[src/prio_pkg.sv]
// constants, offsets and field positions for the priority and trap status block
package prio_pkg;
  // register word offsets (byte addresses)
  localparam logic [3:0] CORE_CTRL_OFS = 4'h0; // core control word
  localparam logic [3:0] TRAP_CTRL_OFS = 4'h4; // trap status and control word
  localparam logic [3:0] PRIO_LOW_OFS = 4'h8; // lower priority bits word
  localparam logic [3:0] IRQ_MASK_OFS = 4'hC; // interrupt mask word
  // core control field positions
  localparam int PRIO_MSB_BIT = 3; // priority top bit
  localparam int PSV_BIT = 2; // program space view bit
  // trap status field positions
  localparam int NEST_DIS_BIT = 15; // nesting disable control
  localparam int MATH_BIT = 4; // math fault flag
  localparam int ADDR_BIT = 3; // address fault flag
  localparam int STACK_BIT = 2; // stack fault flag
  localparam int OSC_BIT = 1; // oscillator fault flag
  localparam int TRAP_LO_BIT = 1; // lowest trap flag position
  localparam int NUM_TRAPS = 4; // count of trap flags
  // reset values
  localparam logic PSV_RESET = 1'b1; // program space view resets set
  localparam logic [2:0] PRIO_LOW_RESET = 3'h0; // lower level bits at reset
  localparam logic [3:0] PRIO_THRESHOLD = 4'h7; // levels above this block users
  localparam logic [15:0] ZERO16 = 16'h0000; // all clear word
  localparam logic [31:0] ZERO32 = 32'h00000000; // all clear bus word
  // bus handshake states
  typedef enum logic [0:0] {BUS_IDLE, BUS_ACK} bus_state_t;
endpackage

[src/trap_flags.sv]
// sticky trap flags, set by trap events and cleared by a one write
`timescale 1ns/10ps
module trap_flags
  import prio_pkg::*;
(
  input wire logic clk_i, // cpu clock
  input wire logic rst_i, // sync reset, active high
  input wire logic [NUM_TRAPS-1:0] event_i, // trap event pulses
  input wire logic [NUM_TRAPS-1:0] clear_i, // one-to-clear pulses
  output logic [NUM_TRAPS-1:0] flags_o // sticky flag state
);
  logic [NUM_TRAPS-1:0] flag_d; // next flag values
  logic [NUM_TRAPS-1:0] flag_q; // held flags

  // per-flag next value; a set in the clear cycle wins
  genvar g;
  generate
    for (g = 0; g < NUM_TRAPS; g = g + 1) begin : g_flag
      always_comb begin
        flag_d[g] = flag_q[g];
        if (clear_i[g]) begin
          flag_d[g] = 1'b0;
        end
        if (event_i[g]) begin
          flag_d[g] = 1'b1;
        end
      end
    end
  endgenerate

  // register the flags, cleared by reset
  always_ff @(posedge clk_i) begin
    if (rst_i) begin
      flag_q <= '0;
    end else begin
      flag_q <= flag_d;
    end
  end

  assign flags_o = flag_q;

  sticky_hold_a: assert property (@(posedge clk_i) disable iff (rst_i)
    (flag_q != '0 && clear_i == '0) |=> ((flag_q & $past(flag_q)) == $past(flag_q)))
    else $error("trap flag dropped without a clear");
  set_wins_a: assert property (@(posedge clk_i) disable iff (rst_i)
    event_i[0] |=> flag_q[0])
    else $error("trap event lost");
endmodule

[src/prio_level.sv]
// cpu priority level assembly and user interrupt gating
`timescale 1ns/10ps
module prio_level
  import prio_pkg::*;
(
  input wire logic prio_msb_i, // priority top bit
  input wire logic [2:0] prio_low_i, // lower priority bits
  input wire logic user_req_i, // user interrupt request
  input wire logic trap_req_i, // trap-level request
  output logic [3:0] level_o, // combined priority level
  output logic above7_o, // level exceeds seven
  output logic pass_o // request let through
);
  // combine the level and gate requests
  always_comb begin
    level_o = {prio_msb_i, prio_low_i};
    above7_o = (level_o > PRIO_THRESHOLD);
    // with the top bit set only traps pass
    pass_o = trap_req_i | (user_req_i & ~prio_msb_i);
  end
endmodule

[src/cpu_priority_trap_status.sv]
// cpu priority level, core control and trap status registers on classic wishbone
//
// Notes on behaviour
// - core bit 3 reports level above seven
// - level is top bit over three low
// - top bit set blocks all user interrupts
// - core bit 2 read/write, resets one
// - other core bits read zero, writes ignored
// - math fault flag at bit 4, resets zero
// - nesting disable held at trap bit 15
// - nesting disabled makes low level read-only
//
// Decided for this implementation: the Wishbone register port and the register offsets.
`timescale 1ns/10ps
module cpu_priority_trap_status
  import prio_pkg::*;
(
  input wire logic clk_i, // cpu clock, 20 MHz
  input wire logic rst_i, // sync reset, active high
  input wire logic wb_cyc_i, // wishbone cycle
  input wire logic wb_stb_i, // wishbone strobe
  input wire logic wb_we_i, // wishbone write enable
  input wire logic [3:0] wb_adr_i, // wishbone byte address
  input wire logic [3:0] wb_sel_i, // wishbone byte selects
  input wire logic [31:0] wb_dat_i, // wishbone write data
  output logic [31:0] wb_dat_o, // wishbone read data
  output logic wb_ack_o, // wishbone acknowledge
  input wire logic prio_msb_set_i, // core raises level to trap range
  input wire logic math_trap_i, // math error trap event
  input wire logic addr_trap_i, // address error trap event
  input wire logic stack_trap_i, // stack error trap event
  input wire logic osc_trap_i, // oscillator failure event
  input wire logic user_req_i, // user interrupt request
  input wire logic trap_req_i, // trap-level request
  output logic [3:0] cpu_priority_level_o, // combined priority level
  output logic int_pass_o, // request accepted by level gate
  output logic nesting_disable_o, // nesting disable control
  output logic irq_o // unmasked trap flag pending
);
  // bus handshake state
  bus_state_t bus_q, bus_d; // ack state
  logic [31:0] rdat_q, rdat_d; // registered read data
  // software visible state
  logic prio_msb_q, prio_msb_d; // priority top bit
  logic psv_q, psv_d; // program space view bit
  logic nest_q, nest_d; // nesting disable
  logic [2:0] prio_low_q, prio_low_d; // lower level bits
  logic [NUM_TRAPS-1:0] mask_q, mask_d; // interrupt mask
  // registered outputs
  logic [3:0] level_q, level_d; // level output
  logic pass_q, pass_d; // gate output
  logic irq_q, irq_d; // interrupt output
  // helper wires
  logic wr_en; // write takes effect now
  logic rd_en; // read taken now
  logic lo_byte; // low byte lane selected
  logic hi_byte; // second byte lane selected
  logic [NUM_TRAPS-1:0] trap_ev; // trap events, bit 0 is oscillator
  logic [NUM_TRAPS-1:0] trap_clr; // one-to-clear pulses
  logic [NUM_TRAPS-1:0] trap_flags; // sticky flags
  logic [3:0] level_w; // combined level
  logic above7_w; // level over seven
  logic pass_w; // gate result
  logic [15:0] core_word; // core control read view
  logic [15:0] trap_word; // trap register read view

  // writes land on the edge where the master samples ack, so a master
  // that drops the cycle before the answer leaves the registers untouched
  assign wr_en = wb_cyc_i & wb_stb_i & wb_we_i & (bus_q == BUS_ACK);
  // reads are taken one cycle earlier so the data stands with ack
  assign rd_en = wb_cyc_i & wb_stb_i & ~wb_we_i & (bus_q == BUS_IDLE);
  assign lo_byte = wb_sel_i[0];
  assign hi_byte = wb_sel_i[1];
  // bus bit order puts oscillator lowest
  assign trap_ev = {math_trap_i, addr_trap_i, stack_trap_i, osc_trap_i};

  // clear pulses from a one write to the trap word
  always_comb begin
    trap_clr = '0;
    if (wr_en && wb_adr_i == TRAP_CTRL_OFS && lo_byte) begin
      trap_clr = wb_dat_i[TRAP_LO_BIT +: NUM_TRAPS];
    end
  end

  // sticky flags sit in their own module so the set-wins order lives in one place
  trap_flags u_flags (
    .clk_i(clk_i),
    .rst_i(rst_i),
    .event_i(trap_ev),
    .clear_i(trap_clr),
    .flags_o(trap_flags)
  );

  // level join and gate are pure logic; their results are registered below
  prio_level u_level (
    .prio_msb_i(prio_msb_q),
    .prio_low_i(prio_low_q),
    .user_req_i(user_req_i),
    .trap_req_i(trap_req_i),
    .level_o(level_w),
    .above7_o(above7_w),
    .pass_o(pass_w)
  );

  // read views; unimplemented bits stay zero
  always_comb begin
    core_word = ZERO16;
    core_word[PRIO_MSB_BIT] = above7_w;
    core_word[PSV_BIT] = psv_q;
    trap_word = ZERO16;
    trap_word[NEST_DIS_BIT] = nest_q;
    trap_word[TRAP_LO_BIT +: NUM_TRAPS] = trap_flags;
  end

  // next state of the software registers
  always_comb begin
    prio_msb_d = prio_msb_q;
    psv_d = psv_q;
    nest_d = nest_q;
    prio_low_d = prio_low_q;
    mask_d = mask_q;
    // top bit is raised by the core, software may only clear it
    if (wr_en && wb_adr_i == CORE_CTRL_OFS && lo_byte) begin
      psv_d = wb_dat_i[PSV_BIT];
      if (wb_dat_i[PRIO_MSB_BIT]) begin
        prio_msb_d = 1'b0;
      end
    end
    // a core raise in the same cycle wins over the clear
    if (prio_msb_set_i) begin
      prio_msb_d = 1'b1;
    end
    if (wr_en && wb_adr_i == TRAP_CTRL_OFS && hi_byte) begin
      nest_d = wb_dat_i[NEST_DIS_BIT];
    end
    // low level bits locked while nesting is disabled
    if (wr_en && wb_adr_i == PRIO_LOW_OFS && lo_byte && !nest_q) begin
      prio_low_d = wb_dat_i[2:0];
    end
    if (wr_en && wb_adr_i == IRQ_MASK_OFS && lo_byte) begin
      mask_d = wb_dat_i[TRAP_LO_BIT +: NUM_TRAPS];
    end
  end

  // bus answer: ack one cycle after the request, then drop
  // a strobe held past the ack would be answered again two cycles later
  always_comb begin
    bus_d = BUS_IDLE;
    rdat_d = rdat_q;
    if (wb_cyc_i && wb_stb_i && bus_q == BUS_IDLE) begin
      bus_d = BUS_ACK;
    end
    if (rd_en) begin
      case (wb_adr_i)
        CORE_CTRL_OFS: rdat_d = {ZERO16, core_word};
        TRAP_CTRL_OFS: rdat_d = {ZERO16, trap_word};
        PRIO_LOW_OFS: rdat_d = {ZERO32[31:3], prio_low_q};
        IRQ_MASK_OFS: rdat_d = {ZERO32[31:5], mask_q, 1'b0};
        // unmapped words read zero and still ack
        default: rdat_d = ZERO32;
      endcase
    end
  end

  // output registers
  // irq is a level: it stays high until software clears the flag or the mask
  // the registered copies cost one cycle of latency but keep outputs glitch free
  always_comb begin
    level_d = level_w;
    pass_d = pass_w;
    irq_d = |(trap_flags & mask_q);
  end

  // register everything; reset to documented values
  always_ff @(posedge clk_i) begin
    if (rst_i) begin
      bus_q <= BUS_IDLE;
      rdat_q <= ZERO32;
      prio_msb_q <= 1'b0;
      psv_q <= PSV_RESET;
      nest_q <= 1'b0;
      prio_low_q <= PRIO_LOW_RESET;
      mask_q <= '0;
      level_q <= 4'h0;
      pass_q <= 1'b0;
      irq_q <= 1'b0;
    end else begin
      bus_q <= bus_d;
      rdat_q <= rdat_d;
      prio_msb_q <= prio_msb_d;
      psv_q <= psv_d;
      nest_q <= nest_d;
      prio_low_q <= prio_low_d;
      mask_q <= mask_d;
      level_q <= level_d;
      pass_q <= pass_d;
      irq_q <= irq_d;
    end
  end

  assign wb_ack_o = (bus_q == BUS_ACK);
  assign wb_dat_o = rdat_q;
  assign cpu_priority_level_o = level_q;
  assign int_pass_o = pass_q;
  assign nesting_disable_o = nest_q;
  assign irq_o = irq_q;

  // level status bit follows the top priority bit
  above_seven_a: assert property (@(posedge clk_i) disable iff (rst_i)
    core_word[PRIO_MSB_BIT] == prio_msb_q)
    else $error("level status bit wrong");

  // a one written to the status bit clears the top bit unless a raise comes
  msb_clear_a: assert property (@(posedge clk_i) disable iff (rst_i)
    (wr_en && wb_adr_i == CORE_CTRL_OFS && lo_byte && wb_dat_i[PRIO_MSB_BIT] && !prio_msb_set_i) |=> !prio_msb_q)
    else $error("top priority bit not cleared");

  // registered level is the top bit over the low bits
  level_join_a: assert property (@(posedge clk_i) disable iff (rst_i)
    1'b1 |=> cpu_priority_level_o == {$past(prio_msb_q), $past(prio_low_q)})
    else $error("priority level not joined");

  // a user request alone never passes at trap level
  user_block_a: assert property (@(posedge clk_i) disable iff (rst_i)
    (prio_msb_q && user_req_i && !trap_req_i) |=> !int_pass_o)
    else $error("user interrupt passed at trap level");

  // user requests pass below trap level
  user_open_a: assert property (@(posedge clk_i) disable iff (rst_i)
    (!prio_msb_q && user_req_i) |=> int_pass_o)
    else $error("user interrupt blocked below trap level");

  // trap-level requests always pass
  trap_pass_a: assert property (@(posedge clk_i) disable iff (rst_i)
    trap_req_i |=> int_pass_o)
    else $error("trap request blocked");

  // trap entry raises the top bit
  msb_set_a: assert property (@(posedge clk_i) disable iff (rst_i)
    prio_msb_set_i |=> prio_msb_q)
    else $error("top priority bit not raised");

  // program space view takes the written value
  psv_write_a: assert property (@(posedge clk_i) disable iff (rst_i)
    (wr_en && wb_adr_i == CORE_CTRL_OFS && lo_byte) |=> psv_q == $past(wb_dat_i[PSV_BIT]))
    else $error("program space view not written");

  // program space view only moves on a core write
  psv_keep_a: assert property (@(posedge clk_i) disable iff (rst_i)
    !(wr_en && wb_adr_i == CORE_CTRL_OFS && lo_byte) |=> $stable(psv_q))
    else $error("program space view changed without a write");

  // core reads show nothing outside the two implemented bits
  core_zero_a: assert property (@(posedge clk_i) disable iff (rst_i)
    (rd_en && wb_adr_i == CORE_CTRL_OFS) |=>
    (wb_dat_o & ~((32'h1 << PRIO_MSB_BIT) | (32'h1 << PSV_BIT))) == ZERO32)
    else $error("reserved core bits not zero");

  // a math trap shows in the trap word next cycle
  math_set_a: assert property (@(posedge clk_i) disable iff (rst_i)
    math_trap_i |=> trap_word[MATH_BIT])
    else $error("math fault flag not set");

  // oscillator flag holds until a one is written to it
  osc_sticky_a: assert property (@(posedge clk_i) disable iff (rst_i)
    (trap_word[OSC_BIT] && !trap_clr[0]) |=> trap_word[OSC_BIT])
    else $error("oscillator flag lost");

  // a clear with no event in the same cycle empties the flag
  flag_clear_a: assert property (@(posedge clk_i) disable iff (rst_i)
    (trap_clr[0] && !osc_trap_i) |=> !trap_word[OSC_BIT])
    else $error("oscillator flag not cleared");

  // interrupt is the registered or of unmasked flags
  irq_level_a: assert property (@(posedge clk_i) disable iff (rst_i)
    1'b1 |=> irq_o == (|($past(trap_flags) & $past(mask_q))))
    else $error("interrupt level wrong");

  // nesting disable takes the written value
  nest_write_a: assert property (@(posedge clk_i) disable iff (rst_i)
    (wr_en && wb_adr_i == TRAP_CTRL_OFS && hi_byte) |=> nest_q == $past(wb_dat_i[NEST_DIS_BIT]))
    else $error("nesting disable not written");

  // low level bits frozen while nesting is disabled
  low_lock_a: assert property (@(posedge clk_i) disable iff (rst_i)
    nest_q |=> $stable(prio_low_q))
    else $error("low level changed while locked");

  // low level bits take a write while nesting is enabled
  low_write_a: assert property (@(posedge clk_i) disable iff (rst_i)
    (wr_en && wb_adr_i == PRIO_LOW_OFS && lo_byte && !nest_q) |=> prio_low_q == $past(wb_dat_i[2:0]))
    else $error("low level not written");

  // mask register takes the written value
  mask_write_a: assert property (@(posedge clk_i) disable iff (rst_i)
    (wr_en && wb_adr_i == IRQ_MASK_OFS && lo_byte) |=> mask_q == $past(wb_dat_i[TRAP_LO_BIT +: NUM_TRAPS]))
    else $error("interrupt mask not written");

  // every accepted request is answered next cycle
  ack_follow_a: assert property (@(posedge clk_i) disable iff (rst_i)
    (wb_cyc_i && wb_stb_i && bus_q == BUS_IDLE) |=> wb_ack_o)
    else $error("bus request not answered");

  // ack is a single-cycle pulse
  ack_pulse_a: assert property (@(posedge clk_i) disable iff (rst_i)
    wb_ack_o |=> !wb_ack_o)
    else $error("bus ack held too long");
endmodule

[config.mk]
export PLATFORM = sky130hd
export DESIGN_NAME = cpu_priority_trap_status
export DESIGN_NICKNAME = d
export VERILOG_FILES = /design/src/prio_pkg.sv /design/src/trap_flags.sv /design/src/prio_level.sv /design/src/cpu_priority_trap_status.sv
export SDC_FILE = /design/constraint.sdc
export NUM_CORES = 1
export LEC_CHECK = 0
export ABC_CLOCK_PERIOD_IN_PS = 1900
export BUFFER_PORTS_ARGS = -buffer_cell sky130_fd_sc_hd__buf_2
export CAP_MARGIN = 30
export CORE_MARGIN = 2
export CORE_UTILIZATION = 30
export DETAILED_ROUTE_END_ITERATION = 16
export HOLD_SLACK_MARGIN = 0.08
export PLACE_DENSITY_LB_ADDON = 0.15
export SLEW_MARGIN = 20
export SYNTH_ARGS = -nofsm -noshare
export SYNTH_HDL_FRONTEND = slang
export SYNTH_HIERARCHICAL = 1
export SYNTH_SLANG_ARGS = --single-unit
[constraint.sdc]
create_clock -name clk_i -period 1.9 [get_ports clk_i]
set_input_delay 0.38 -clock clk_i [delete_from_list [all_inputs] [get_ports clk_i]]
set_output_delay 0.38 -clock clk_i [all_outputs]
set_load 0.005 [all_outputs]
# Word level (Yosys, flattened, before mapping)
# Index checks and enable logic that the tools add are counted.
# totals
reg_bits,53
in_bits,52
out_inout_bits,40
elab_cells,65
# op_classes
magnitude_cmp,1
n_eq_ne,3
n_mux,14
bitwise_logic,11
reduce_logical,22
# ops
op,n
16-bit one-hot mux with 4 select lines,1
1-bit logical AND,12
1-bit two-way mux,12
2-bit nonzero test,6
"4-bit equality test, second input constant",2
1-bit AND,6
4-bit AND,1
"4-bit by 3-bit equality test with 1-bit output, second input constant",1
"4-bit by 3-bit greater-than comparator with 1-bit output, second input constant",1
4-bit logical NOT,1
4-bit two-way mux,1
4-bit OR reduction,1
1-bit NOT,3
2-bit AND reduction,1
1-bit logical NOT,1
1-bit OR,1

# Longest topological paths before layout
# depth
ltp_word,8
ltp_mapped,6
mapped_depth_nobuf,5

# By module
# The synthesis kept the hierarchy.
# modules_own_cells
mod,n_inst,cells_each,area_per_inst_um2,seq_area_each_um2
cpu_priority_trap_status,1,134,1283.7,460.4
trap_flags,1,16,140.1,80.1
prio_level,1,7,45.0,0.0

# Worst setup path before layout
# No wires, ideal clock.
# synth_timing
path_kind,input to register
start,input wb_adr_i[3]
end,"register u_flags.flag_q[2], in the netlist u_flags/flags_o[2]"
setup_time_ns,0.116
arrival_ns,1.239
required_time_ns,1.784
path_slack_ns,0.546
path_stages,6
n_path_buf,1
path_cell_list,buf_4 nor4b_4 and3_1 and2_1 nand2b_1 a21oi_1
# synth_via
elab_chain_len,5
# synth_lines
item,line_no,rtl
start: declaration,cpu_priority_trap_status.sv:23,"input wire logic [3:0] wb_adr_i,"
4-bit by 3-bit equality test with 1-bit output,cpu_priority_trap_status.sv:80,if (wr_en && wb_adr_i == TRAP_CTRL_OFS && lo_byte) begin
1-bit logical AND (2 in series),cpu_priority_trap_status.sv:80,
4-bit two-way mux,cpu_priority_trap_status.sv:80,
named net trap_clr[2],cpu_priority_trap_status.sv:59,logic [NUM_TRAPS-1:0] trap_clr;
2-bit nonzero test (no line),-,
end signal: assignment,trap_flags.sv:36,flag_q <= flag_d;
end: declaration,trap_flags.sv:13,logic [NUM_TRAPS-1:0] flag_q;
# The timed path passes the listed nets, and every way through them passes these cells.
# A chain may end at the register's enable or synchronous reset.

# Final worst setup path
# layout_timing
start,"register bus_q, in the netlist wb_ack_o"
end,"register u_flags.flag_q[2], in the netlist u_flags/flags_o[2]"
# layout_via
elab_chain_len,5
# layout_lines
item,line_no,rtl
start: declaration,cpu_priority_trap_status.sv:41,"bus_state_t bus_q, bus_d;"
start signal: assignment,cpu_priority_trap_status.sv:188,bus_q <= bus_d;
1-bit AND,cpu_priority_trap_status.sv:69,assign wr_en = wb_cyc_i & wb_stb_i & wb_we_i & (bus_q == BUS_ACK);
1-bit logical AND (2 in series),cpu_priority_trap_status.sv:80,
4-bit two-way mux,cpu_priority_trap_status.sv:80,
named net trap_clr[2],cpu_priority_trap_status.sv:59,
2-bit nonzero test (no line),-,
# The timed path passes the listed nets, and every way through them passes these cells.

==> key figures <==
Status
  – Status: completed

Clocking
  – Skew-Pair Late Insertion Delay: roughly 0.28 ns
  – Clock transition at the registers of the reported paths: about 0.10 ns
  – Hold_buf cts: 0
  – Num CTS Buffers: 3
  – CTS Sinks: 27
  – TritonCTS clock tree: yes
  – CTS root buf: clkbuf_8
  – CTS Buffer Depth: 2
  – H-tree levels: 1
  – Resized cells post-CTS: 0
  – Setup Buffers After CTS: 0

Critical path
  – Critical path class: flop to flop
  – Crit-path slowest cell: dfxtp_1
  – Crit path required time: a little over 2 ns
  – Slowest stage delay, CP: roughly 0.4 ns
  – Crit. End Element: flop
  – Crit path cell chain: and4_1 -> and3_1 -> and2_1 -> nand2b_1 -> a21oi_1
  – Peak fanout along the critical path: 5
  – Startpoint Class: flop
  – Worst Path Arrival: 1.53 ns

STA
  – Worst-Margin Slew: 0.510 ns
  – Minimum hold slack: roughly 0.31 ns
  – Fin. Hold Viols: 0
  – Final Cycle Share: ~73%
  – Min Tclk post-route: 1.39 ns
  – Slew Viols, Final: 0
  – Timing-limited maximum frequency: between 0.7 and 0.8 GHz
  – Relative slew slack: 66.0%
  – Worst Skew: approximately 0.0093 ns
  – RSZ-0062 raised after global routing: no
  – Setup WS post-layout: roughly 0.5 ns
  – # setup viols final: 0
  – Post-Route Setup TNS: 0 ns

Die
  – Rows: 25
  – DIE AREA: between 0.005 and 0.006 mm²
  – I/O pins: between 90 and 100
  – Initial Util: between 30% and 40%
  – Die span in y: 74.0 µm
  – Die W: roughly 74 µm
  – Core area: ~0.0047 mm²

Final layout
  – Final Core Density: between 30% and 40%
  – Final instance area: around 0.0016 mm²
  – Layout cell share with drive strength beyond 1: 25.3%
  – P&R area growth vs syn: 9.88%
  – Nets@finish: ~240
  – ANT cells: 0
  – Fin cells: about 250

Synthesis
  – Cell area after synthesis: 0.00147 mm²
  – Post-synth EDFFs: 0
  – Largest family of logic cells by synthesized area: simple AND/OR/NAND/NOR gates
  – Synth Area in Compound Gates: under 10%
  – Xor-xnor portion of the synthesized cell area: 0%
  – Yosys reg bits: 27
  – YS warnings: 6
  – Area share of fa/ha/maj cells after synthesis: 0%
  – Main synth FF type: dfxtp_1
  – Post-synthesis mux area share: 9.45%
  – Register area share after synthesis: between 30% and 40%
  – Synth Area in Simple Gates: roughly a quarter
  – Number of distinct library cells after synthesis: 30
  – Synth Instances: between 150 and 200
  – Syn Area/Cell: 9.36 µm²
  – FFs w/ async S/R, synth: 0%

Power and ir drop
  – Worst IR Drop VDD: between 0.3 and 0.4 mV
  – Power Total: around 1.0 mW
  – Lkg Pwr: 0.725 nW
  – P per Cell Area: 642 mW/mm²

Placed design
  – Placer Congestion: between 0.7 and 0.8
  – Placed insts: 249
  – Place WS: about 0.26 ns
  – Dpl hpwl: 2260 µm
  – I/O Buffers: 37
  – DP Area: 0.00157 mm²

Route
  – Routed wire length: between 2000 and 3000 µm
  – Routed length per instance: between 10 and 15 µm
  – Drt drc: 0
  – Post-route ant nets: 0
  – Total number of vias: 1068
  – First-pass iteration count of the detailed router: 4
  – First DRT Iteration DRCs: 35
  – Vias per inst: 4.22

GRT
  – First-pass GRT wire length: 4490 µm
  – Vias in the first global route: between 900 and 1000
  – Initial antenna violation count: 0
  – Pin count of the biggest net entering global routing: 36
  – GR Overflow Total: 0
  – Total track usage: 10.5%

Hold path
  – Worst min-delay path class: primary input to flop

Run
  – Max_cap viols: 0
cells in the mapped netlist, types with 3 or more instances:
cell type,n,area [µm²]
a21oi_1,8,40.0
nand3_1,4,20.0
buf_4,32,240
nand3b_1,4,30.0
o21ai_0,3,15.0
nor2_1,5,18.8
and2_1,4,25.0
dfxtp_1,27,541
clkbuf_1,4,15.0
and4_1,3,26.3
nor2b_1,5,31.3
inv_1,7,26.3
mux2i_1,9,90.1
a22oi_1,3,22.5
nand2b_1,18,113
nand2_1,4,15.0
cell families (layout without fill, tap and decap cells):
family                 after synthesis  in the layout
muxes                               12             12
AOI/OAI and AO/OA                   17             17
buffers and inverters               44             48
other                                1             26
and+or+nand+nor                     56             56
DFF                                 27             27
cells in the final DEF, fill, tap and decap left out, drive strengths merged, types with 5 or more instances in the layout:
cell    count
a21oi       8
buf        37
conb       26
dfxtp      27
inv         7
mux2i       9
nand2b     18
nor2        5
nor2b       5
cell type report:
class                   count  area, µm²
fillers                   497       3110
multi-input cells         111        729
flip-flops and latches     27        541
repair buffers             37        185
well taps                  67       83.8
clock buffers               3       41.3
inverters                   7       26.3
clock inverters             1       7.51
metal layers:
| layer | global-route usage (%) | vias up | share of wire, % |
|---|---|---|---|
| li1 | - | 531 | - |
| met1 | 12.2 | 495 | 42 |
| met2 | 19.1 | 38 | 52 |
| met3 | 1.49 | 4 | 4.7 |
| met4 | 4.24 | 0 | 1.5 |
| met5 | 0 | - | 0 |
state kept, by name, summed over array words and instances, names as in the netlist:
register and flops:
cpu_priority_level_o 4, int_pass_o 1, irq_o 1, mask_q 4, nesting_disable_o 1, prio_low_q 3, prio_msb_q 1, psv_q 1
u_flags/flags_o 4, wb_ack_o 1, wb_dat_o 6
critical path: cells and delay by family (launching register included):
kind,cells,cell delay [ns]
AO/OA/AOI/OAI,1,0.06
flip-flops,1,0.39
AND/OR/NAND/NOR,4,0.80
final timing paths:
kind,from,to,slack (ns),cells after the start
min reg2reg,wb_dat_o[15],wb_dat_o[15],0.46,2
max reg2reg,wb_ack_o,u_flags/flags_o[2],0.51,5
min,wb_dat_i[3],prio_msb_q,0.31,2
max,wb_ack_o,u_flags/flags_o[2],0.51,5
report_power, final:
| part | internal [mW] | total, mW | switching [mW] |
|---|---|---|---|
| sequential | 0.577 | 0.585 | 0.00792 |
| clock | 0.149 | 0.344 | 0.195 |
| combinational | 0.0464 | 0.107 | 0.0604 |
| total | 0.773 | 1.04 | 0.263 |
(Power assumes the default switching activity.)
